<file path="config.mk">
export PLATFORM = sky130hd
export DESIGN_NAME = atcd_timer
export DESIGN_NICKNAME = d
export VERILOG_FILES = /design/src/verilog/atcd_pkg.sv /design/src/verilog/atcd_timer.sv /design/src/verilog/atcd_sync.sv
export SDC_FILE = /design/constraint.sdc
export NUM_CORES = 1
export LEC_CHECK = 0
export ABC_AREA = 1
export BUFFER_PORTS_ARGS = -buffer_cell sky130_fd_sc_hd__buf_2
export CORE_MARGIN = 4
export CORE_UTILIZATION = 55
export DETAILED_ROUTE_END_ITERATION = 12
export GPL_TIMING_DRIVEN = 1
export PLACE_DENSITY = 0.85
export SLEW_MARGIN = 20
export SYNTH_ARGS = -nofsm -noshare
export SYNTH_HDL_FRONTEND = slang
export SYNTH_SLANG_ARGS = --single-unit
</file>
<file path="constraint.sdc">
create_clock -name clk -period 1.95 [get_ports clk]
set_input_delay 0.39 -clock clk [delete_from_list [all_inputs] [get_ports clk]]
set_output_delay 0.39 -clock clk [all_outputs]
set_load 0.01 [all_outputs]
</file>
<file path="src/verilog/atcd_pkg.sv">
// Behaviour
// - Timer is fully synchronous; selected tick is a clock enable, never a clock.
// - I/O clock by default; async select takes crystal pin, detaches both pins.
// - Switching clock source may corrupt count, compare and control contents.
// - Async writes go to a temporary register, committed after two crystal edges.
// - Count, compare and control each own a separate temporary register.
// - A status register shows each pending temporary transfer.
// - Compare match suppressed while compare or count write is pending.
// - Interrupt logic needs one timer clock cycle to rearm after a wake-up.
// - In async mode oscillator runs in all sleeps except power-down, standby.
// - Wake-up starts on the timer clock cycle after the interrupt condition.
// - After wake-up the processor halts four cycles, then runs the handler.
// - In async mode count reads come from a shadow refreshed on each rising crystal edge.
// - Async flag synchronisation takes three processor cycles plus one timer cycle.
// - Compare output pin changes on the timer tick, not resynchronised.
// - Prescaler offers divide by 1, 8, 32, 64, 128, 256, 1024 and stop.
// - Writing one to prescaler clear resets the prescaler phase.
// - Pending flag set on async write, cleared when destination is loaded.
// - Clock select zero stops the timer; others rise in division order.
`default_nettype none
package atcd_pkg;
   localparam int DATA_W = 8;
   localparam int DEC_W = 8;
   localparam int NUM_TEMP = 3;
   localparam int PRESC_W = 10;
   localparam int FLAG_W = 2;
   localparam int SLEEP_W = 3;
   localparam int HALT_W = 3;

   // Register byte offsets
   localparam logic [DEC_W-1:0] OFF_COUNT = 8'h00;
   localparam logic [DEC_W-1:0] OFF_COMPARE = 8'h04;
   localparam logic [DEC_W-1:0] OFF_CONTROL = 8'h08;
   localparam logic [DEC_W-1:0] OFF_STATUS = 8'h0c;
   localparam logic [DEC_W-1:0] OFF_SPECIAL = 8'h10;
   localparam logic [DEC_W-1:0] OFF_FLAGS = 8'h14;
   localparam logic [DEC_W-1:0] OFF_IRQ_EN = 8'h18;

   // Temporary register indices
   localparam int IDX_COUNT = 0;
   localparam int IDX_COMPARE = 1;
   localparam int IDX_CONTROL = 2;

   // Field positions
   localparam int ST_ASYNC = 3;
   localparam int ST_CNT_PEND = 2;
   localparam int ST_CMP_PEND = 1;
   localparam int ST_CTL_PEND = 0;
   localparam int CTL_CS_LSB = 0;
   localparam int CTL_CS_W = 3;
   localparam int CTL_OUT_EN = 3;
   localparam int SFR_PSC_CLR = 0;
   localparam int FLG_OVF = 0;
   localparam int FLG_CMP = 1;

   // Reset values
   localparam logic [DATA_W-1:0] RST_REG = 8'h00;

   // Clock select codes, increasing division
   localparam logic [CTL_CS_W-1:0] CS_STOP = 3'h0;
   localparam logic [CTL_CS_W-1:0] CS_DIV1 = 3'h1;
   localparam logic [CTL_CS_W-1:0] CS_DIV8 = 3'h2;
   localparam logic [CTL_CS_W-1:0] CS_DIV32 = 3'h3;
   localparam logic [CTL_CS_W-1:0] CS_DIV64 = 3'h4;
   localparam logic [CTL_CS_W-1:0] CS_DIV128 = 3'h5;
   localparam logic [CTL_CS_W-1:0] CS_DIV256 = 3'h6;
   localparam logic [CTL_CS_W-1:0] CS_DIV1024 = 3'h7;

   // Prescaler tap masks
   localparam logic [PRESC_W-1:0] MASK_DIV1 = 10'h000;
   localparam logic [PRESC_W-1:0] MASK_DIV8 = 10'h007;
   localparam logic [PRESC_W-1:0] MASK_DIV32 = 10'h01f;
   localparam logic [PRESC_W-1:0] MASK_DIV64 = 10'h03f;
   localparam logic [PRESC_W-1:0] MASK_DIV128 = 10'h07f;
   localparam logic [PRESC_W-1:0] MASK_DIV256 = 10'h0ff;
   localparam logic [PRESC_W-1:0] MASK_DIV1024 = 10'h3ff;

   localparam logic [DATA_W-1:0] COUNT_MAX = 8'hff;

   // Timing in edges and cycles
   localparam int FLAG_SYNC_CYCLES = 3;
   localparam logic [HALT_W-1:0] HALT_CYCLES = 3'h4;
   localparam logic [HALT_W-1:0] HALT_LAST = 3'h1;

   // Sleep mode codes
   localparam logic [SLEEP_W-1:0] SLP_POWER_DOWN = 3'h2;
   localparam logic [SLEEP_W-1:0] SLP_STANDBY = 3'h6;

   // AHB-Lite encodings
   localparam logic [2:0] HSIZE_WORD = 3'h2;
endpackage : atcd_pkg
`default_nettype wire

</file>
<file path="src/verilog/atcd_timer.sv">
// Decided for this implementation: the AHB-Lite register port and the register offsets.
`default_nettype none
module atcd_timer
   import atcd_pkg::*;
#(
   parameter int SYNC_STAGES = 2
) (
   // Clock and reset
   input wire logic clk,
   input wire logic rst_n,
   // AHB-Lite slave
   input wire logic hsel,
   input wire logic [31:0] haddr,
   input wire logic [1:0] htrans,
   input wire logic hwrite,
   input wire logic [2:0] hsize,
   input wire logic [31:0] hwdata,
   input wire logic hready,
   output logic hreadyout,
   output logic hresp,
   output logic [31:0] hrdata,
   // Crystal and pins
   input wire logic crystalInPin,
   output logic pinsDetached,
   output logic oscEnable,
   output logic compareOutPin,
   // Sleep and wake
   input wire logic sleeping,
   input wire logic [SLEEP_W-1:0] sleepMode,
   output logic wakeRequest,
   output logic cpuHalt,
   output logic irqDispatch,
   // Interrupt requests
   output logic compareIrqReq,
   output logic overflowIrqReq
);
   logic dpWrite;
   logic [DEC_W-1:0] dpAddr;
   logic aPhase;
   logic [DATA_W-1:0] wdata8;
   logic wrCount;
   logic wrCompare;
   logic wrControl;
   logic wrStatus;
   logic wrSpecial;
   logic wrFlags;
   logic wrIrqEn;
   logic [31:0] rdMux;

   logic xtalSync;
   logic xtalPrev;
   logic xtalRise;
   logic xtalRiseD;

   logic asyncClockSelect;
   logic asyncPrev;
   logic sourceSwap;

   logic [DATA_W-1:0] countValue;
   logic [DATA_W-1:0] compareValue;
   logic [DATA_W-1:0] timerControl;
   logic [DATA_W-1:0] countShadow;
   logic [DATA_W-1:0] tempVal [NUM_TEMP];
   logic pend [NUM_TEMP];
   logic edgeSeen [NUM_TEMP];
   logic commit [NUM_TEMP];
   logic wrAsync [NUM_TEMP];
   logic blockNext;

   logic [PRESC_W-1:0] presc;
   logic [PRESC_W-1:0] tapMask;
   logic prescalerClear;
   logic srcTick;
   logic timerTickEnable;
   logic [CTL_CS_W-1:0] clockSel;

   logic ovfEvt;
   logic cmpEvt;
   logic [FLAG_W-1:0] evt;
   logic [FLAG_W-1:0] evtHeld;
   logic [FLAG_W-1:0] evtRel;
   logic [FLAG_W-1:0] flagPipe [FLAG_SYNC_CYCLES];
   logic [FLAG_W-1:0] flagSet;
   logic [FLAG_W-1:0] flagClr;
   logic [FLAG_W-1:0] flags;
   logic [FLAG_W-1:0] irqEn;

   logic wakeArm;
   logic wakeFire;
   logic [HALT_W-1:0] haltCnt;

   // Bus: zero wait states, always OKAY
   assign hreadyout = 1'b1;
   assign hresp = 1'b0;
   assign aPhase = hsel & htrans[1] & hready;

   always_ff @(posedge clk) begin
      if (!rst_n) begin
         dpWrite <= 1'b0;
         dpAddr <= '0;
      end else begin
         dpWrite <= aPhase & hwrite & (hsize == HSIZE_WORD);
         dpAddr <= haddr[DEC_W-1:0];
      end
   end

   assign wdata8 = hwdata[DATA_W-1:0];
   assign wrCount = dpWrite && (dpAddr == OFF_COUNT);
   assign wrCompare = dpWrite && (dpAddr == OFF_COMPARE);
   assign wrControl = dpWrite && (dpAddr == OFF_CONTROL);
   assign wrStatus = dpWrite && (dpAddr == OFF_STATUS);
   assign wrSpecial = dpWrite && (dpAddr == OFF_SPECIAL);
   assign wrFlags = dpWrite && (dpAddr == OFF_FLAGS);
   assign wrIrqEn = dpWrite && (dpAddr == OFF_IRQ_EN);

   always_comb begin
      rdMux = '0;
      unique case (haddr[DEC_W-1:0])
         OFF_COUNT: rdMux[DATA_W-1:0] = asyncClockSelect ? countShadow : countValue;
         OFF_COMPARE: rdMux[DATA_W-1:0] = compareValue;
         OFF_CONTROL: rdMux[DATA_W-1:0] = timerControl;
         OFF_STATUS: begin
            rdMux[ST_ASYNC] = asyncClockSelect;
            rdMux[ST_CNT_PEND] = pend[IDX_COUNT];
            rdMux[ST_CMP_PEND] = pend[IDX_COMPARE];
            rdMux[ST_CTL_PEND] = pend[IDX_CONTROL];
         end
         OFF_FLAGS: rdMux[FLAG_W-1:0] = flags;
         OFF_IRQ_EN: rdMux[FLAG_W-1:0] = irqEn;
         default: rdMux = '0;
      endcase
   end

   // Read data sampled in the address phase, shown in the data phase
   always_ff @(posedge clk) begin
      if (!rst_n) begin
         hrdata <= '0;
      end else if (aPhase && !hwrite) begin
         hrdata <= rdMux;
      end
   end

   // Crystal pin seen as an edge enable, never used as a clock
   atcd_sync #(
      .STAGES(SYNC_STAGES)
   ) uXtalSync (
      .clk(clk),
      .rst_n(rst_n),
      .d(crystalInPin),
      .q(xtalSync)
   );

   // Edge detection needs clk above four crystal periods to see every edge
   always_ff @(posedge clk) begin
      if (!rst_n) begin
         xtalPrev <= 1'b0;
         xtalRiseD <= 1'b0;
      end else begin
         xtalPrev <= xtalSync;
         xtalRiseD <= xtalRise;
      end
   end

   assign xtalRise = xtalSync & ~xtalPrev;

   // Clock source select
   always_ff @(posedge clk) begin
      if (!rst_n) begin
         asyncClockSelect <= 1'b0;
         asyncPrev <= 1'b0;
      end else begin
         if (wrStatus) begin
            asyncClockSelect <= hwdata[ST_ASYNC];
         end
         asyncPrev <= asyncClockSelect;
      end
   end

   assign sourceSwap = asyncClockSelect != asyncPrev;
   assign pinsDetached = asyncClockSelect;
   assign srcTick = asyncClockSelect ? xtalRise : 1'b1;

   // Oscillator runs only with async select, and then stops only in power-down and standby
   assign oscEnable = asyncClockSelect &
      !(sleeping && ((sleepMode == SLP_POWER_DOWN) || (sleepMode == SLP_STANDBY)));

   // Per-register temporary holding and commit
   assign wrAsync[IDX_COUNT] = wrCount & asyncClockSelect;
   assign wrAsync[IDX_COMPARE] = wrCompare & asyncClockSelect;
   assign wrAsync[IDX_CONTROL] = wrControl & asyncClockSelect;

   for (genvar i = 0; i < NUM_TEMP; i++) begin : gTemp
      // A new write restarts the edge count; software should wait first
      always_ff @(posedge clk) begin
         if (!rst_n) begin
            tempVal[i] <= RST_REG;
            pend[i] <= 1'b0;
            edgeSeen[i] <= 1'b0;
         end else if (sourceSwap) begin
            pend[i] <= 1'b0;
            edgeSeen[i] <= 1'b0;
         end else if (wrAsync[i]) begin
            tempVal[i] <= wdata8;
            pend[i] <= 1'b1;
            edgeSeen[i] <= 1'b0;
         end else if (pend[i] && xtalRise) begin
            if (edgeSeen[i]) begin
               pend[i] <= 1'b0;
            end
            edgeSeen[i] <= ~edgeSeen[i];
         end
      end
      assign commit[i] = pend[i] & xtalRise & edgeSeen[i];
   end

   // Counter: the tick is only an enable
   always_ff @(posedge clk) begin
      if (!rst_n) begin
         countValue <= RST_REG;
      end else if (commit[IDX_COUNT]) begin
         countValue <= tempVal[IDX_COUNT];
      end else if (wrCount && !asyncClockSelect) begin
         countValue <= wdata8;
      end else if (timerTickEnable) begin
         countValue <= countValue + 8'h01;
      end
   end

   always_ff @(posedge clk) begin
      if (!rst_n) begin
         compareValue <= RST_REG;
      end else if (commit[IDX_COMPARE]) begin
         compareValue <= tempVal[IDX_COMPARE];
      end else if (wrCompare && !asyncClockSelect) begin
         compareValue <= wdata8;
      end
   end

   always_ff @(posedge clk) begin
      if (!rst_n) begin
         timerControl <= RST_REG;
      end else if (commit[IDX_CONTROL]) begin
         timerControl <= tempVal[IDX_CONTROL];
      end else if (wrControl && !asyncClockSelect) begin
         timerControl <= wdata8;
      end
   end

   // A count load blocks the match on the following tick
   always_ff @(posedge clk) begin
      if (!rst_n) begin
         blockNext <= 1'b0;
      end else if (commit[IDX_COUNT] || (wrCount && !asyncClockSelect)) begin
         blockNext <= 1'b1;
      end else if (timerTickEnable) begin
         blockNext <= 1'b0;
      end
   end

   // Shadow refreshed the cycle after each crystal edge, once the count settled
   always_ff @(posedge clk) begin
      if (!rst_n) begin
         countShadow <= RST_REG;
      end else if (xtalRiseD) begin
         countShadow <= countValue;
      end
   end

   // Prescaler
   assign prescalerClear = wrSpecial & hwdata[SFR_PSC_CLR];

   always_ff @(posedge clk) begin
      if (!rst_n || prescalerClear) begin
         presc <= '0;
      end else if (srcTick) begin
         presc <= presc + 10'h001;
      end
   end

   assign clockSel = timerControl[CTL_CS_LSB +: CTL_CS_W];

   always_comb begin
      unique case (clockSel)
         CS_STOP: tapMask = MASK_DIV1;
         CS_DIV1: tapMask = MASK_DIV1;
         CS_DIV8: tapMask = MASK_DIV8;
         CS_DIV32: tapMask = MASK_DIV32;
         CS_DIV64: tapMask = MASK_DIV64;
         CS_DIV128: tapMask = MASK_DIV128;
         CS_DIV256: tapMask = MASK_DIV256;
         CS_DIV1024: tapMask = MASK_DIV1024;
      endcase
   end

   assign timerTickEnable = srcTick && (clockSel != CS_STOP) &&
      ((presc & tapMask) == tapMask);

   // Events
   assign ovfEvt = timerTickEnable && (countValue == COUNT_MAX);
   assign cmpEvt = timerTickEnable && (countValue == compareValue) &&
      !pend[IDX_COMPARE] && !pend[IDX_COUNT] && !blockNext;
   assign evt = {cmpEvt, ovfEvt};

   // Output pin follows the tick directly
   always_ff @(posedge clk) begin
      if (!rst_n) begin
         compareOutPin <= 1'b0;
      end else if (cmpEvt && timerControl[CTL_OUT_EN]) begin
         compareOutPin <= ~compareOutPin;
      end
   end

   // Async events wait one timer cycle, then three processor cycles
   // Cleared in sync mode so no stale event leaks out after a switch
   always_ff @(posedge clk) begin
      if (!rst_n || !asyncClockSelect) begin
         evtHeld <= '0;
      end else if (xtalRise) begin
         evtHeld <= evt;
      end
   end

   assign evtRel = xtalRise ? evtHeld : '0;

   always_ff @(posedge clk) begin
      if (!rst_n) begin
         for (int k = 0; k < FLAG_SYNC_CYCLES; k++) begin
            flagPipe[k] <= '0;
         end
      end else begin
         flagPipe[0] <= evtRel;
         for (int k = 1; k < FLAG_SYNC_CYCLES; k++) begin
            flagPipe[k] <= flagPipe[k-1];
         end
      end
   end

   assign flagSet = asyncClockSelect ? flagPipe[FLAG_SYNC_CYCLES-1] : evt;
   assign flagClr = wrFlags ? hwdata[FLAG_W-1:0] : '0;

   // Write one to clear; a set in the same cycle wins
   always_ff @(posedge clk) begin
      if (!rst_n) begin
         flags <= '0;
      end else begin
         flags <= (flags & ~flagClr) | flagSet;
      end
   end

   always_ff @(posedge clk) begin
      if (!rst_n) begin
         irqEn <= '0;
      end else if (wrIrqEn) begin
         irqEn <= hwdata[FLAG_W-1:0];
      end
   end

   assign compareIrqReq = flags[FLG_CMP] & irqEn[FLG_CMP];
   assign overflowIrqReq = flags[FLG_OVF] & irqEn[FLG_OVF];

   // Wake starts on the next timer cycle after the condition
   assign wakeFire = sleeping && (compareIrqReq || overflowIrqReq) && wakeArm &&
      srcTick;

   // Rearm needs one more timer cycle after a wake
   always_ff @(posedge clk) begin
      if (!rst_n) begin
         wakeArm <= 1'b1;
      end else if (wakeFire) begin
         wakeArm <= 1'b0;
      end else if (!wakeArm && srcTick) begin
         wakeArm <= 1'b1;
      end
   end

   always_ff @(posedge clk) begin
      if (!rst_n) begin
         wakeRequest <= 1'b0;
         irqDispatch <= 1'b0;
         haltCnt <= '0;
      end else begin
         wakeRequest <= wakeFire;
         irqDispatch <= haltCnt == HALT_LAST;
         if (wakeFire) begin
            haltCnt <= HALT_CYCLES;
         end else if (haltCnt != '0) begin
            haltCnt <= haltCnt - 3'h1;
         end
      end
   end

   assign cpuHalt = haltCnt != '0;
endmodule : atcd_timer
`default_nettype wire

</file>
<file path="src/verilog/atcd_sync.sv">
`default_nettype none
module atcd_sync #(
   parameter int STAGES = 2
) (
   // Clock and reset
   input wire logic clk,
   input wire logic rst_n,
   // Level in and out
   input wire logic d,
   output logic q
);
   logic [STAGES-1:0] chain;

   // Only the last stage is read outside
   always_ff @(posedge clk) begin
      if (!rst_n) begin
         chain <= '0;
      end else begin
         chain <= {chain[STAGES-2:0], d};
      end
   end

   assign q = chain[STAGES-1];
endmodule : atcd_sync
`default_nettype wire

</file>
==> flow_metrics.py <==
metrics = {
    "status": {
        "run_status": "finished clean",
    },
    "sta": {
        "setup_viol": 0,
        "timing_hold_violations_final": 0,
        "summed_negative_setup_slack_over_all_endpoints_ps": 0,
        "clock-skew-final_ps": 10.1,
        "max_slew_violation_total_from_the_final_report": 0,
        "final.period_utilization_pct": 96.2,
        "achievable-frequency_mhz": 533,
        "grt_setup_unrepaired": "no",
        "worst_slew_pin_slew_ps": 500,
        "finalHoldWorstSlack_ps": 53.8,
        "slew_headroom_pct": 66.7,
        "post-route-min-period_ps": 1880,
    },
    "route": {
        "detailedRoute.firstPassIterationCount": 5,
        "post-route-drc-count": 0,
        "detailroute.via_count": 5457,
        "wire_per_inst_um": 15.3,
        "drtAntennaViolNets": 0,
        "wl_um": 15400,
        "starting_drc_count_in_detailed_routing": 490,
        "number_of_vias_per_cell_after_detailed_routing": 5.44,
    },
    "power": {
        "power.switching_fraction_pct": 23.3,
        "power_frac_seq_pct": 43.1,
        "net_switching_power_figure_mw": 1.45,
        "power.leakage_nw": 3.06,
        "power-per-cell-area_nw_per_um2": 913,
        "clkPwrFrac_pct": 49.1,
        "power.ir.vdd_worst_mv": 0.591,
        "internal_power_consumption_mw": 4.79,
        "power.combinational.fraction_pct": 7.8,
    },
    "die": {
        "dieHeight_um": 111,
        "design.die.area_um2": 12400,
        "core_area_um2": 10400,
        "die_w_um": 111,
        "core.rowCount": 37,
        "boundaryPins": 121,
        "initial_util_pct": 56.6,
    },
    "worst_hold_path": {
        "whs_path_depth": 3,
        "hold_path_startpoint": "crystalInPin",
        "hold_class": "in2reg",
        "whs_endpoint": "uXtalSync.chain[0]",
    },
    "placement": {
        "hpwlAfterDp_um": 11000,
        "io_buffers": 44,
        "gpl.final_weighted_congestion": 0.919,
    },
    "yosys": {
        "ys_seq_area_share_pct": 46.0,
        "synth.ff_latch_count": 121,
        "post_synth_inst_count": 792,
        "syn-cell-area_um2": 5870,
        "synth_area_leader_cell": "sky130_fd_sc_hd__dfxtp_1",
        "synth_enable_flop_cells": 28,
        "async_reset_ff_share_pct": 0,
        "post-synth-top-count-cell": "sky130_fd_sc_hd__nand2_1",
        "synth.distinct_cells": 40,
        "main_synth_ff_type": "sky130_fd_sc_hd__dfxtp_1",
        "synth_area_per_cell_um2": 7.41,
        "ys.warnings.count": 0,
        "yosys.area.top_type_share_pct": 31.7,
        "synth_common_cells": "sky130_fd_sc_hd__nand2_1 (182), sky130_fd_sc_hd__nor2_1 (99), sky130_fd_sc_hd__dfxtp_1 (93), sky130_fd_sc_hd__inv_1 (84), sky130_fd_sc_hd__nand3_1 (74)",
        "synth.top_cells.by_area": "sky130_fd_sc_hd__dfxtp_1 (32%), sky130_fd_sc_hd__edfxtp_1 (14%), sky130_fd_sc_hd__nand2_1 (12%)",
    },
    "critical_path": {
        "start_kind": "flop",
        "critical_path.max_fanout": 25,
        "crit_path_end_kind": "output port",
        "timing.reg2reg.setup_slack_ps": 140,
        "cp_data_arrival_time_ps": 1490,
        "rr_endpoint": "tapMask[8]",
        "criticalPathCategory": "reg2out",
        "worst_r2r_startpoint": "xtalPrev",
        "critPathRequiredTime_ps": 1560,
        "r2r_cell_count": 7,
    },
    "cts": {
        "clkSlewWorstSetupHoldPaths_ps": 60,
        "cts_tree": "done",
        "clkLatencyLatePin_ps": 520,
        "cts_setup_buffers": 0,
        "tritoncts.num_buffers": 17,
        "ctsLongestPathBuffers": 2,
        "cts_root_buf": "sky130_fd_sc_hd__clkbuf_8",
        "ctsHtreeMaxLevel": 4,
        "cts_sinks": 121,
    },
    "global_route": {
        "global_route.usage.met3_pct": 6.82,
        "grt.busiest_layer": "met2",
        "grt_antenna_before_repair": 0,
        "number_of_global_route_vias_before_repair": 4978,
        "pin_count_of_the_biggest_net_entering_global_routing": 26,
        "grt-ovfl-total": 0,
        "grt_use_met2_pct": 40.2,
        "gr-usage-met1_pct": 30.1,
        "globalRouteTotalUtil_pct": 24.4,
        "grt_first_pass_wirelength_um": 24200,
    },
    "finish": {
        "share_of_post_route_cells_with_drive_strength_above_1_pct": 14.2,
        "num-nets-final": 940,
        "num_antenna_cells": 0,
        "area_delta_synth_final_pct": 16.5,
    },
    "flow_run": {
        "max_cap_violations": 0,
    },
}
per-layer routing:
metal	share of wire, %	wire, µm
met1	41	6270
met2	47	7230
met3	8.7	1330
met4	3.5	534
met5	0	0
worst max-delay path: stages, from the launching register on:
cell	delay, ps
sky130_fd_sc_hd__dfxtp_1	400
sky130_fd_sc_hd__buf_4	310
sky130_fd_sc_hd__nand2_1	90
sky130_fd_sc_hd__inv_1	50
sky130_fd_sc_hd__buf_2	120
state kept, by name, summed over array words and instances (netlist names), 2 cells and up:
register / flops
uXtalSync.chain: 2
hrdata: 8
flagPipe: 6
irqEn: 2
tempVal: 24
haltCnt: 3
flags: 2
pend: 3
tapMask: 6
countValue: 8
compareValue: 8
presc: 10
edgeSeen: 3
countShadow: 8
timerControl: 8
evtHeld: 2
dpAddr: 8
layout by cell type (no fill, tap or decap), types with 3 or more instances in the layout:
cell type	Yosys	layout
sky130_fd_sc_hd__a21oi_1	36	36
sky130_fd_sc_hd__a31oi_1	6	6
sky130_fd_sc_hd__buf_2	3	44
sky130_fd_sc_hd__buf_4	27	23
sky130_fd_sc_hd__clkbuf_1	13	3
sky130_fd_sc_hd__clkbuf_16	0	17
sky130_fd_sc_hd__clkbuf_8	0	4
sky130_fd_sc_hd__clkinv_2	0	3
sky130_fd_sc_hd__conb_1	2	26
sky130_fd_sc_hd__dfxtp_1	93	93
sky130_fd_sc_hd__edfxtp_1	28	28
sky130_fd_sc_hd__ha_1	5	5
sky130_fd_sc_hd__inv_1	84	84
sky130_fd_sc_hd__inv_2	4	4
sky130_fd_sc_hd__nand2_1	182	181
sky130_fd_sc_hd__nand2_2	4	4
sky130_fd_sc_hd__nand3_1	74	74
sky130_fd_sc_hd__nand4_1	20	20
sky130_fd_sc_hd__nor2_1	99	99
sky130_fd_sc_hd__nor2_2	3	3
sky130_fd_sc_hd__nor2_4	6	6
sky130_fd_sc_hd__nor3_1	9	8
sky130_fd_sc_hd__nor4_1	3	3
sky130_fd_sc_hd__o21ai_0	46	46
sky130_fd_sc_hd__o21ai_1	5	5
sky130_fd_sc_hd__or2_2	5	5
sky130_fd_sc_hd__xnor2_1	5	5
sky130_fd_sc_hd__xor2_1	9	9
layout make-up:
| cell class | count | area, µm² |
|---|---|---|
| fillers | 859 | 3530 |
| flip-flops and latches | 121 | 2700 |
| multi-input cells | 560 | 2660 |
| clock buffers | 24 | 492 |
| repair buffers | 67 | 393 |
| inverters | 89 | 334 |
| well taps | 136 | 170 |
| clock inverters | 7 | 90.1 |
repair_timing:
action | in CTS | in global routing
gates resized for setup | 0 | 3
hold buffers | 0 | 0
setup endpoints to repair | 0 | 9
power groups by stage:
stage / logic, mW / clock network [mW] / registers [mW]
after CTS: 0.481 / 3.08 / 2.69
after detailed placement: 0.472 / 0 / 2.74
after global routing: 0.545 / 3.18 / 2.70
final: 0.488 / 3.06 / 2.69
after floorplan: 0.352 / 0 / 2.73
after global placement: 0.456 / 0 / 2.74
metrics by stage:
stage | power (mW) | worst slack, ps | area [µm²] | util (%) | cells
2_1_floorplan | 3.08 | 222 | 5960 | - | 816
3_3_place_gp | 3.19 | 188 | 6240 | 60.2 | 973
3_5_place_dp | 3.21 | 69.9 | 6240 | 60.2 | 973
4_1_cts | 6.25 | 68.0 | 6830 | 65.8 | 1004
5_1_grt | 6.43 | 1.33 | 6840 | 66.0 | 1004
6_report | 6.24 | 74.2 | 6840 | 66.0 | 1004
how the worst max path moves through the flow:
| stage | cells after the start | to | start | slack (ps) |
|---|---|---|---|---|
| 2_1_floorplan | 5 | tempVal[2][0] | dpAddr[1] | 220 |
| 3_3_place_gp | 5 | tempVal[1][7] | dpAddr[7] | 190 |
| 3_5_place_dp | 5 | tempVal[1][6] | dpAddr[7] | 70 |
| 4_1_cts | 4 | oscEnable | pinsDetached | 70 |
| 5_1_grt | 4 | oscEnable | pinsDetached | 1 |
| 6_report | 4 | oscEnable | pinsDetached | 70 |
cell families after synthesis:
| group | count (synthesis) | synth area share (%) |
|---|---|---|
| AND/OR/NAND/NOR | 414 | 31.1 |
| buffers and inverters | 135 | 10.4 |
| flip-flops | 121 | 46.0 |
| AO/OA/AOI/OAI | 101 | 9.12 |
| XOR/XNOR | 14 | 2.09 |
| adder cells (fa/ha/maj) | 5 | 1.07 |
| other | 2 | 0.128 |
Power figures use the tool's default switching activity.
